[src/design/exec_regs.vh]
// register offsets, field positions and reset values of the execution unit
`ifndef EXEC_REGS_VH
`define EXEC_REGS_VH

// register word indices; byte address is four times the index
`define R_CTRL 4'h0
`define R_STATUS 4'h1
`define R_ACCUM 4'h2
`define R_DATA 4'h3
`define R_DEST 4'h4
`define R_EXSEG 4'h5
`define R_FLAGS 4'h6
`define R_OPERAND 4'h7
`define R_REPCNT 4'h8

// control register fields
`define CTL_OP_HI 1
`define CTL_OP_LO 0
`define CTL_WORD 2
`define CTL_PORT_DX 3
`define CTL_REPEAT 4
`define CTL_INC_MEM 5
`define CTL_GO 7

// operation codes
`define OP_MUL 2'h0
`define OP_IN 2'h1
`define OP_INC 2'h2
`define OP_STR 2'h3

// status fields
`define ST_BUSY 0
`define ST_STRING 1

// flag bit positions
`define F_CF 0
`define F_PF 2
`define F_AF 4
`define F_ZF 6
`define F_SF 7
`define F_TF 8
`define F_IF 9
`define F_DF 10
`define F_OF 11

// reset values
`define RST_WORD 16'h0000
`define RST_FLAGS 16'h0000
`define RST_CTRL 8'h00

`endif

[src/design/xfer_fifo.v]
// first-in first-out buffer between port reads and memory writes
`timescale 1ns/10ps
module xfer_fifo #(
  parameter WIDTH = 16,
  parameter DEPTH = 16,
  parameter AW = 4
) (
  // clock and reset
  input wire clock,
  input wire rst,
  // filling side
  input wire in_valid,
  output wire in_ready,
  input wire [WIDTH-1:0] in_data,
  // draining side
  output wire out_valid,
  input wire out_ready,
  output wire [WIDTH-1:0] out_data
);

  reg [WIDTH-1:0] store [0:DEPTH-1];
  reg [AW:0] wr_q;
  reg [AW:0] rd_q;
  wire full;
  wire empty;
  wire push;
  wire pop;

  // extra pointer bit tells full from empty
  assign full = (wr_q[AW] != rd_q[AW]) && (wr_q[AW-1:0] == rd_q[AW-1:0]);
  assign empty = (wr_q == rd_q);
  assign in_ready = !full;
  assign out_valid = !empty;
  assign out_data = store[rd_q[AW-1:0]];
  assign push = in_valid && !full;
  assign pop = out_ready && !empty;

  always @(posedge clock) begin
    if (push) begin
      store[wr_q[AW-1:0]] <= in_data;
    end
  end

  always @(posedge clock or posedge rst) begin
    if (rst) begin
      wr_q <= {(AW+1){1'b0}};
      rd_q <= {(AW+1){1'b0}};
    end else begin
      if (push) begin
        wr_q <= wr_q + 1'b1;
      end
      if (pop) begin
        rd_q <= rd_q + 1'b1;
      end
    end
  end

endmodule // xfer_fifo

[src/design/signed_mul_inc_port_input_exec.v]
// execution unit for signed multiply, port input, increment, string input
//
// Our own choices: the Avalon-MM interface to the registers and the register addresses.
`timescale 1ns/10ps
`include "exec_regs.vh"
module signed_mul_inc_port_input_exec #(
  parameter FIFO_DEPTH = 16,
  parameter FIFO_AW = 4
) (
  // clock and reset
  input wire clock,
  input wire rst,
  // avalon-mm slave
  input wire [5:0] address,
  input wire read,
  input wire write,
  input wire [31:0] writedata,
  input wire [3:0] byteenable,
  output reg [31:0] readdata,
  output reg waitrequest,
  // i/o port read channel
  output reg io_req,
  output reg [15:0] io_addr,
  output reg io_word,
  input wire io_ack,
  input wire [15:0] io_rdata,
  // memory channel
  output reg mem_req,
  output reg mem_we,
  output reg mem_word,
  output reg [19:0] mem_addr,
  output reg [15:0] mem_wdata,
  input wire mem_ack,
  input wire [15:0] mem_rdata
);

  localparam S_IDLE = 3'h0;
  localparam S_IN = 3'h1;
  localparam S_MRD = 3'h2;
  localparam S_MWR = 3'h3;
  localparam S_STR = 3'h4;

  // architectural state
  reg [15:0] acc_q, dxr_q, di_q, es_q, flags_q, opnd_q, rcnt_q;
  reg [7:0] ctrl_q;
  reg [2:0] state_q;
  reg [15:0] tmp_q, prod_left_q, cons_left_q;
  reg io_rel_q, mem_rel_q;
  // pin synchronisers
  reg io_ack_s1, io_ack_s2, mem_ack_s1, mem_ack_s2;
  reg [15:0] io_dat_s1, io_dat_s2, mem_dat_s1, mem_dat_s2;
  reg [31:0] rd_d;
  wire idle, bus_take, go, ctl_word, ctl_rep;
  wire fifo_in_ready, fifo_out_valid, fifo_push, fifo_pop;
  wire [15:0] fifo_out_data, push_data, inc_acc, inc_mem, di_step;
  wire signed [15:0] prod_b;
  wire signed [31:0] prod_w;
  wire ovf_b, ovf_w;

  // segment base shifted by four plus offset, fixed to the extra segment
  function [19:0] phys;
    input [15:0] seg, off;
    begin
      phys = {seg, 4'h0} + {4'h0, off};
    end
  endfunction

  // byte lanes of a bus write applied to a 16-bit register
  function [15:0] merge;
    input [15:0] old;
    input [31:0] wd;
    input [3:0] be;
    begin
      merge = {be[1] ? wd[15:8] : old[15:8], be[0] ? wd[7:0] : old[7:0]};
    end
  endfunction

  // add one, byte form keeps the high byte untouched
  function [15:0] incr;
    input [15:0] v;
    input w;
    reg [7:0] lo;
    begin
      lo = v[7:0] + 8'h01;
      incr = w ? v + 16'h0001 : {v[15:8], lo};
    end
  endfunction

  // flags after an increment; carry and control flags pass through
  function [15:0] inc_flags;
    input [15:0] fl, r;
    input w;
    reg [15:0] f;
    begin
      f = fl;
      f[`F_AF] = (r[3:0] == 4'h0);
      f[`F_OF] = w ? (r == 16'h8000) : (r[7:0] == 8'h80);
      f[`F_SF] = w ? r[15] : r[7];
      f[`F_ZF] = w ? (r == 16'h0000) : (r[7:0] == 8'h00);
      inc_flags = f;
    end
  endfunction

  assign idle = (state_q == S_IDLE) && !io_rel_q && !mem_rel_q;
  assign bus_take = (read || write) && waitrequest;
  assign go = bus_take && write && idle && (address[5:2] == `R_CTRL) &&
    byteenable[0] && writedata[`CTL_GO];
  assign ctl_word = ctrl_q[`CTL_WORD];
  assign ctl_rep = ctrl_q[`CTL_REPEAT];

  assign prod_b = $signed(opnd_q[7:0]) * $signed(acc_q[7:0]);
  assign prod_w = $signed(opnd_q) * $signed(acc_q);
  assign ovf_b = (prod_b[15:8] != {8{prod_b[7]}});
  assign ovf_w = (prod_w[31:16] != {16{prod_w[15]}});
  assign inc_acc = incr(acc_q, writedata[`CTL_WORD]);
  assign inc_mem = incr(mem_dat_s2, ctl_word);

  // word transfers step by two, byte transfers by one
  assign di_step = ctl_word ? 16'h0002 : 16'h0001;
  assign push_data = ctl_word ? io_dat_s2 : {8'h00, io_dat_s2[7:0]};
  assign fifo_push = (state_q == S_STR) && io_req && io_ack_s2;
  assign fifo_pop = (state_q == S_STR) && (cons_left_q != 16'h0000) &&
    !mem_req && !mem_rel_q && fifo_out_valid;

  // the buffer lets port reads run ahead of slow memory writes
  xfer_fifo #(.WIDTH(16), .DEPTH(FIFO_DEPTH), .AW(FIFO_AW)) u_fifo (
    .clock(clock),
    .rst(rst),
    .in_valid(fifo_push),
    .in_ready(fifo_in_ready),
    .in_data(push_data),
    .out_valid(fifo_out_valid),
    .out_ready(fifo_pop),
    .out_data(fifo_out_data)
  );

  always @* begin
    rd_d = 32'h0000_0000;
    case (address[5:2])
      `R_CTRL: rd_d = {24'h00_0000, ctrl_q};
      `R_STATUS: rd_d = {30'h0000_0000, state_q == S_STR, !idle};
      `R_ACCUM: rd_d = {16'h0000, acc_q};
      `R_DATA: rd_d = {16'h0000, dxr_q};
      `R_DEST: rd_d = {16'h0000, di_q};
      `R_EXSEG: rd_d = {16'h0000, es_q};
      `R_FLAGS: rd_d = {16'h0000, flags_q};
      `R_OPERAND: rd_d = {16'h0000, opnd_q};
      `R_REPCNT: rd_d = {16'h0000, rcnt_q};
      default: rd_d = 32'h0000_0000;
    endcase
  end

  always @(posedge clock or posedge rst) begin
    if (rst) begin
      readdata <= 32'h0000_0000;
      waitrequest <= 1'b1;
      io_req <= 1'b0;
      io_addr <= `RST_WORD;
      io_word <= 1'b0;
      mem_req <= 1'b0;
      mem_we <= 1'b0;
      mem_word <= 1'b0;
      mem_addr <= 20'h0_0000;
      mem_wdata <= `RST_WORD;
      acc_q <= `RST_WORD;
      dxr_q <= `RST_WORD;
      di_q <= `RST_WORD;
      es_q <= `RST_WORD;
      flags_q <= `RST_FLAGS;
      opnd_q <= `RST_WORD;
      rcnt_q <= `RST_WORD;
      ctrl_q <= `RST_CTRL;
      state_q <= S_IDLE;
      tmp_q <= `RST_WORD;
      prod_left_q <= `RST_WORD;
      cons_left_q <= `RST_WORD;
      io_rel_q <= 1'b0;
      mem_rel_q <= 1'b0;
      io_ack_s1 <= 1'b0;
      io_ack_s2 <= 1'b0;
      io_dat_s1 <= `RST_WORD;
      io_dat_s2 <= `RST_WORD;
      mem_ack_s1 <= 1'b0;
      mem_ack_s2 <= 1'b0;
      mem_dat_s1 <= `RST_WORD;
      mem_dat_s2 <= `RST_WORD;
    end else begin
      // data must be stable at the pins before ack rises
      io_ack_s1 <= io_ack;
      io_ack_s2 <= io_ack_s1;
      io_dat_s1 <= io_rdata;
      io_dat_s2 <= io_dat_s1;
      mem_ack_s1 <= mem_ack;
      mem_ack_s2 <= mem_ack_s1;
      mem_dat_s1 <= mem_rdata;
      mem_dat_s2 <= mem_dat_s1;

      // one answer per request; writes while busy are dropped
      waitrequest <= 1'b1;
      if (bus_take) begin
        waitrequest <= 1'b0;
        if (read) begin
          readdata <= rd_d;
        end
        if (write && idle) begin
          case (address[5:2])
            `R_ACCUM: acc_q <= merge(acc_q, writedata, byteenable);
            `R_DATA: dxr_q <= merge(dxr_q, writedata, byteenable);
            `R_DEST: di_q <= merge(di_q, writedata, byteenable);
            `R_EXSEG: es_q <= merge(es_q, writedata, byteenable);
            `R_FLAGS: flags_q <= merge(flags_q, writedata, byteenable);
            `R_OPERAND: opnd_q <= merge(opnd_q, writedata, byteenable);
            `R_REPCNT: rcnt_q <= merge(rcnt_q, writedata, byteenable);
            default: ;
          endcase
        end
      end

      // four-phase release: wait for ack low before the next request
      if (io_rel_q && !io_ack_s2) begin
        io_rel_q <= 1'b0;
      end
      if (mem_rel_q && !mem_ack_s2) begin
        mem_rel_q <= 1'b0;
      end

      case (state_q)
        S_IDLE: begin
          if (go) begin
            ctrl_q <= writedata[7:0];
            case (writedata[`CTL_OP_HI:`CTL_OP_LO])
              `OP_MUL: begin
                if (writedata[`CTL_WORD]) begin
                  dxr_q <= prod_w[31:16];
                  acc_q <= prod_w[15:0];
                  flags_q[`F_CF] <= ovf_w;
                  flags_q[`F_OF] <= ovf_w;
                end else begin
                  acc_q <= prod_b;
                  flags_q[`F_CF] <= ovf_b;
                  flags_q[`F_OF] <= ovf_b;
                end
              end
              `OP_IN: begin
                io_req <= 1'b1;
                io_word <= writedata[`CTL_WORD];
                if (writedata[`CTL_PORT_DX]) begin
                  io_addr <= dxr_q;
                end else begin
                  io_addr <= {8'h00, opnd_q[7:0]};
                end
                state_q <= S_IN;
              end
              `OP_INC: begin
                if (writedata[`CTL_INC_MEM]) begin
                  mem_req <= 1'b1;
                  mem_we <= 1'b0;
                  mem_word <= writedata[`CTL_WORD];
                  mem_addr <= phys(es_q, opnd_q);
                  state_q <= S_MRD;
                end else begin
                  acc_q <= inc_acc;
                  flags_q <= inc_flags(flags_q, inc_acc,
                    writedata[`CTL_WORD]);
                end
              end
              default: begin
                // one transfer, or as many as the repeat count holds
                if (writedata[`CTL_REPEAT]) begin
                  prod_left_q <= rcnt_q;
                  cons_left_q <= rcnt_q;
                end else begin
                  prod_left_q <= 16'h0001;
                  cons_left_q <= 16'h0001;
                end
                state_q <= S_STR;
              end
            endcase
          end
        end
        S_IN: begin
          if (io_req && io_ack_s2) begin
            io_req <= 1'b0;
            io_rel_q <= 1'b1;
            if (io_word) begin
              acc_q <= io_dat_s2;
            end else begin
              acc_q[7:0] <= io_dat_s2[7:0];
            end
            state_q <= S_IDLE;
          end
        end
        S_MRD: begin
          if (mem_req && mem_ack_s2) begin
            mem_req <= 1'b0;
            mem_rel_q <= 1'b1;
            tmp_q <= inc_mem;
            flags_q <= inc_flags(flags_q, inc_mem, ctl_word);
            state_q <= S_MWR;
          end
        end
        S_MWR: begin
          if (!mem_req && !mem_rel_q) begin
            mem_req <= 1'b1;
            mem_we <= 1'b1;
            mem_wdata <= tmp_q;
          end else if (mem_req && mem_ack_s2) begin
            mem_req <= 1'b0;
            mem_rel_q <= 1'b1;
            state_q <= S_IDLE;
          end
        end
        S_STR: begin
          // producer: a read is only issued when the buffer has room
          if ((prod_left_q != 16'h0000) && !io_req && !io_rel_q &&
              fifo_in_ready) begin
            io_req <= 1'b1;
            io_word <= ctl_word;
            io_addr <= dxr_q;
            prod_left_q <= prod_left_q - 16'h0001;
          end else if (io_req && io_ack_s2) begin
            io_req <= 1'b0;
            io_rel_q <= 1'b1;
          end
          // consumer: memory write at the extra segment, no override
          if (fifo_pop) begin
            mem_req <= 1'b1;
            mem_we <= 1'b1;
            mem_word <= ctl_word;
            mem_addr <= phys(es_q, di_q);
            mem_wdata <= fifo_out_data;
          end else if (mem_req && mem_ack_s2) begin
            mem_req <= 1'b0;
            mem_rel_q <= 1'b1;
            cons_left_q <= cons_left_q - 16'h0001;
            if (ctl_rep) begin
              rcnt_q <= rcnt_q - 16'h0001;
            end
            if (flags_q[`F_DF]) begin
              di_q <= di_q - di_step;
            end else begin
              di_q <= di_q + di_step;
            end
          end else if ((cons_left_q == 16'h0000) && !mem_req) begin
            state_q <= S_IDLE;
          end
        end
        default: state_q <= S_IDLE;
      endcase
    end
  end

endmodule // signed_mul_inc_port_input_exec

[config.mk]
export PLATFORM = sky130hd
export DESIGN_NAME = signed_mul_inc_port_input_exec
export DESIGN_NICKNAME = d
export VERILOG_FILES = /design/src/design/xfer_fifo.v /design/src/design/signed_mul_inc_port_input_exec.v
export VERILOG_INCLUDE_DIRS = /design/src /design/src/design
export SDC_FILE = /design/constraint.sdc
export NUM_CORES = 2
export LEC_CHECK = 0
export ABC_AREA = 0
export BUFFER_PORTS_ARGS = -buffer_cell sky130_fd_sc_hd__buf_4
export CAP_MARGIN = 20
export CORE_ASPECT_RATIO = 1.25
export CORE_MARGIN = 2
export CORE_UTILIZATION = 50
export CTS_CLUSTER_DIAMETER = 50
export DETAILED_ROUTE_END_ITERATION = 8
export GPL_ROUTABILITY_DRIVEN = 0
export PLACE_DENSITY = 0.66
export REMOVE_ABC_BUFFERS = 1
export SLEW_MARGIN = 30
export SYNTH_ARGS = -nofsm -noshare
export SYNTH_HDL_FRONTEND = slang
export SYNTH_SLANG_ARGS = --single-unit
[constraint.sdc]
create_clock -name clock -period 21.8 [get_ports clock]
set_input_delay 6.54 -clock clock [delete_from_list [all_inputs] [get_ports clock]]
set_output_delay 6.54 -clock clock [all_outputs]
set_load 0.02 [all_outputs]
==> reports/results.txt <==
Synth area leaders = dfrtp_1 20%, edfxtp_1 19%, fa_1 16%, ha_1 4.8%, mux4_2 4.5%
total CTS buffers = 66
clk sinks = 581
I/O pin count = 170
top cell type's share of synthesized area = 20.5%
RSZ-0062 raised after global routing = no
Switching Share = 37.4%
Pleak = 0.0182 µW
Synth Flop Type = dfrtp_1
max reg flops = 256
combinational fraction of design power = 36.8%
Tot GR Track Use = 27.5%
initial antenna violation count = 3
most common cell after layout, fill and taps aside = nand2_1
die area = 81500 µm²
Mapped Cells = 3622
postcts setup bufs = 0
CTS root buf = clkbuf_16
DRC viols = 0
first-pass GRT wire length = 171000 µm
Seq pwr share = 35.2%
Hold Vio Cnt, Final = 0
Setup Crit Path Kind = input pin to flop
DRT iter0 DRCs = 2721
pwr dens = 91.6 nW/µm²
element type at the critical path end = flop
Initial DRT Pass Iterations = 8
mapped cell area = 39600 µm²
Synth async-reset ratio = 55.9%
# resized after CTS = 0
htree depth = 3
ANT nets after route = 0
Post-synth EDFFs = 256
Max-slew headroom = 31.8%
post-detail-place hpwl = 78700 µm
drt total wl = 111000 µm
vias in the first global route = 28800
DR vias = 28300
Top delay family on crit path = simple AND/OR/NAND/NOR gates
Clk pwr share = 27.9%
Buf/Inv on CP = 1
fillers = 6765
clock slew at reported path FFs = 60 ps
final setup vio count = 0
Row Count = 115
TNS Setup = 0 ps
# hold bufs at CTS = 0
Die X = 256 µm
clock buffer depth = 3
period utilization = 42.4%
fin crit period = 9250 ps
CP startpoint kind = input pin
largest net degree at the start of global routing = 144
maxcap violations = 0
syn_area_per_cell = 10.9 µm²
layout cells sized above 1 = 13.5%
WHS = 341 ps
CTS tree = built
Worst IR Drop VDD = 78.3 µV
number of port buffers = 133
grt ovf = 0
Core Area = 78600 µm²
Vias per Instance = 5.88
Yosys top cell by area = dfrtp_1
register area share after synthesis = 39.9%
crit path cell chain = buf_4 > nor4_2 > and2_1 > nand3_1 > a21oi_2 > o22ai_1 > a221o_1
FF+latch count, synth = 581
CP Max Fanout = 15
Switching Power = 1510 µW
max-slew violation count = 0
Clock Skews = 30.3 ps
most frequent cells in the layout = 406 x nand2_1, 395 x inv_1, 322 x dfrtp_1, 319 x fa_1, 256 x edfxtp_1
worst path required time = 22290 ps
chip height = 319 µm
Synth cell types = 88
Initial Util = 50.4%
outcome = complete, no violations
hold crit path type = flop to flop
Fmax = 108 MHz
Syn-to-layout area delta = 11.2%
cell internal pwr = 2530 µW
Synthesis Warnings = 0
CP peak stage delay = 830 ps
crit path DAT = 9740 ps
Nets = 4255
Worst path slowest cell = nor4_2
WL/cell = 23.0 µm
worst slew pin tran = 998 ps
clk_lat worst skew = 630 ps
[worst reg2reg max path: stages, from the launching register on]
cell      delay (ps)
dfrtp_1          870
buf_4            330
nand2_1          120
inv_1            110
fa_1             550
fa_1             480
inv_1            380
fa_1             530
fa_1             570
fa_1             430
fa_1             500
inv_1             50
ha_1             470
and3_4           270
o2111a_1         250
nor3_1            80
xnor2_1          410
nand4_1          150
or4_1            560
a222oi_1         740
o21ai_1          190
[path summary, 6_finish.rpt]
path,startpoint,endpoint,slack [ps],depth (start not counted)
setup / recovery,address[5],acc_q[13],12550,7
hold / removal,io_dat_s1[2],io_dat_s2[2],340,0
setup reg to reg,acc_q[2],flags_q[11],13590,20
hold reg to reg,io_dat_s1[2],io_dat_s2[2],340,0
max in group asynchronous,rst,rcnt_q[4],13690,5
min in group asynchronous,rst,io_dat_s2[2],6010,2
[stage by stage]
stage | utilization [%] | std cells | cell area, µm² | setup WS (ps) | total power (µW)
final | 56.1 | 4811 | 44100 | 12550 | 4030
after global routing | 56.1 | 4811 | 44100 | 12420 | 4250
after CTS | 56.0 | 4809 | 44000 | 12400 | 4050
after detailed placement | 53.2 | 4687 | 41800 | 11770 | 2910
after global placement | 53.1 | 4686 | 41800 | 11770 | 2890
after floorplan | - | 3428 | 38800 | 6260 | 2410
[power groups by stage]
stage                     clock network (µW)  registers [µW]  logic [µW]
after floorplan                            0            1480         934
after global placement                     0            1440        1460
after detailed placement                   0            1440        1470
after CTS                               1140            1420        1480
after global routing                    1190            1440        1620
final                                   1130            1420        1490
[cells by family after synthesis]
kind of cell | synth area share (%)
and+or+nand+nor | 12.1
AOI/OAI and AO/OA | 10.8
buffers and inverters | 5.91
DFF | 39.9
adders and majority gates | 21.0
muxes | 7.96
xor gates and xnor gates | 2.36
other | 0.00947
[routing by layer]
metal	vias up	track usage [%]	share of wire, %
met5	-	0	0
met4	0	12.2	4.9
met3	274	4.43	7.4
met2	1160	46.0	49
met1	14200	35.5	39
li1	12600	-	-
[cells in the mapped netlist (all sizes together) (65+ instances only)]
library cell,number
inv,396
clkbuf,171
o21ai,197
fa,319
a21oi,146
ha,153
edfxtp,256
dfrtp,324
mux2,65
xnor2,70
nand2,408
and2,144
a22oi,70
mux4,80
nor2,155
[final cells by class]
type	count	area, µm²	share of cell area [%]
Multi-Input combinational cell	2450	21600	49.0
Sequential cell	581	15800	35.9
Clock buffer	81	1750	3.97
Timing Repair Buffer	207	1600	3.63
Inverter	397	1500	3.40
Tap cell	1053	1320	2.99
Clock inverter	41	480	1.09
Antenna cell	1	2.50	0.00568
Power figures use the tool's default switching activity.
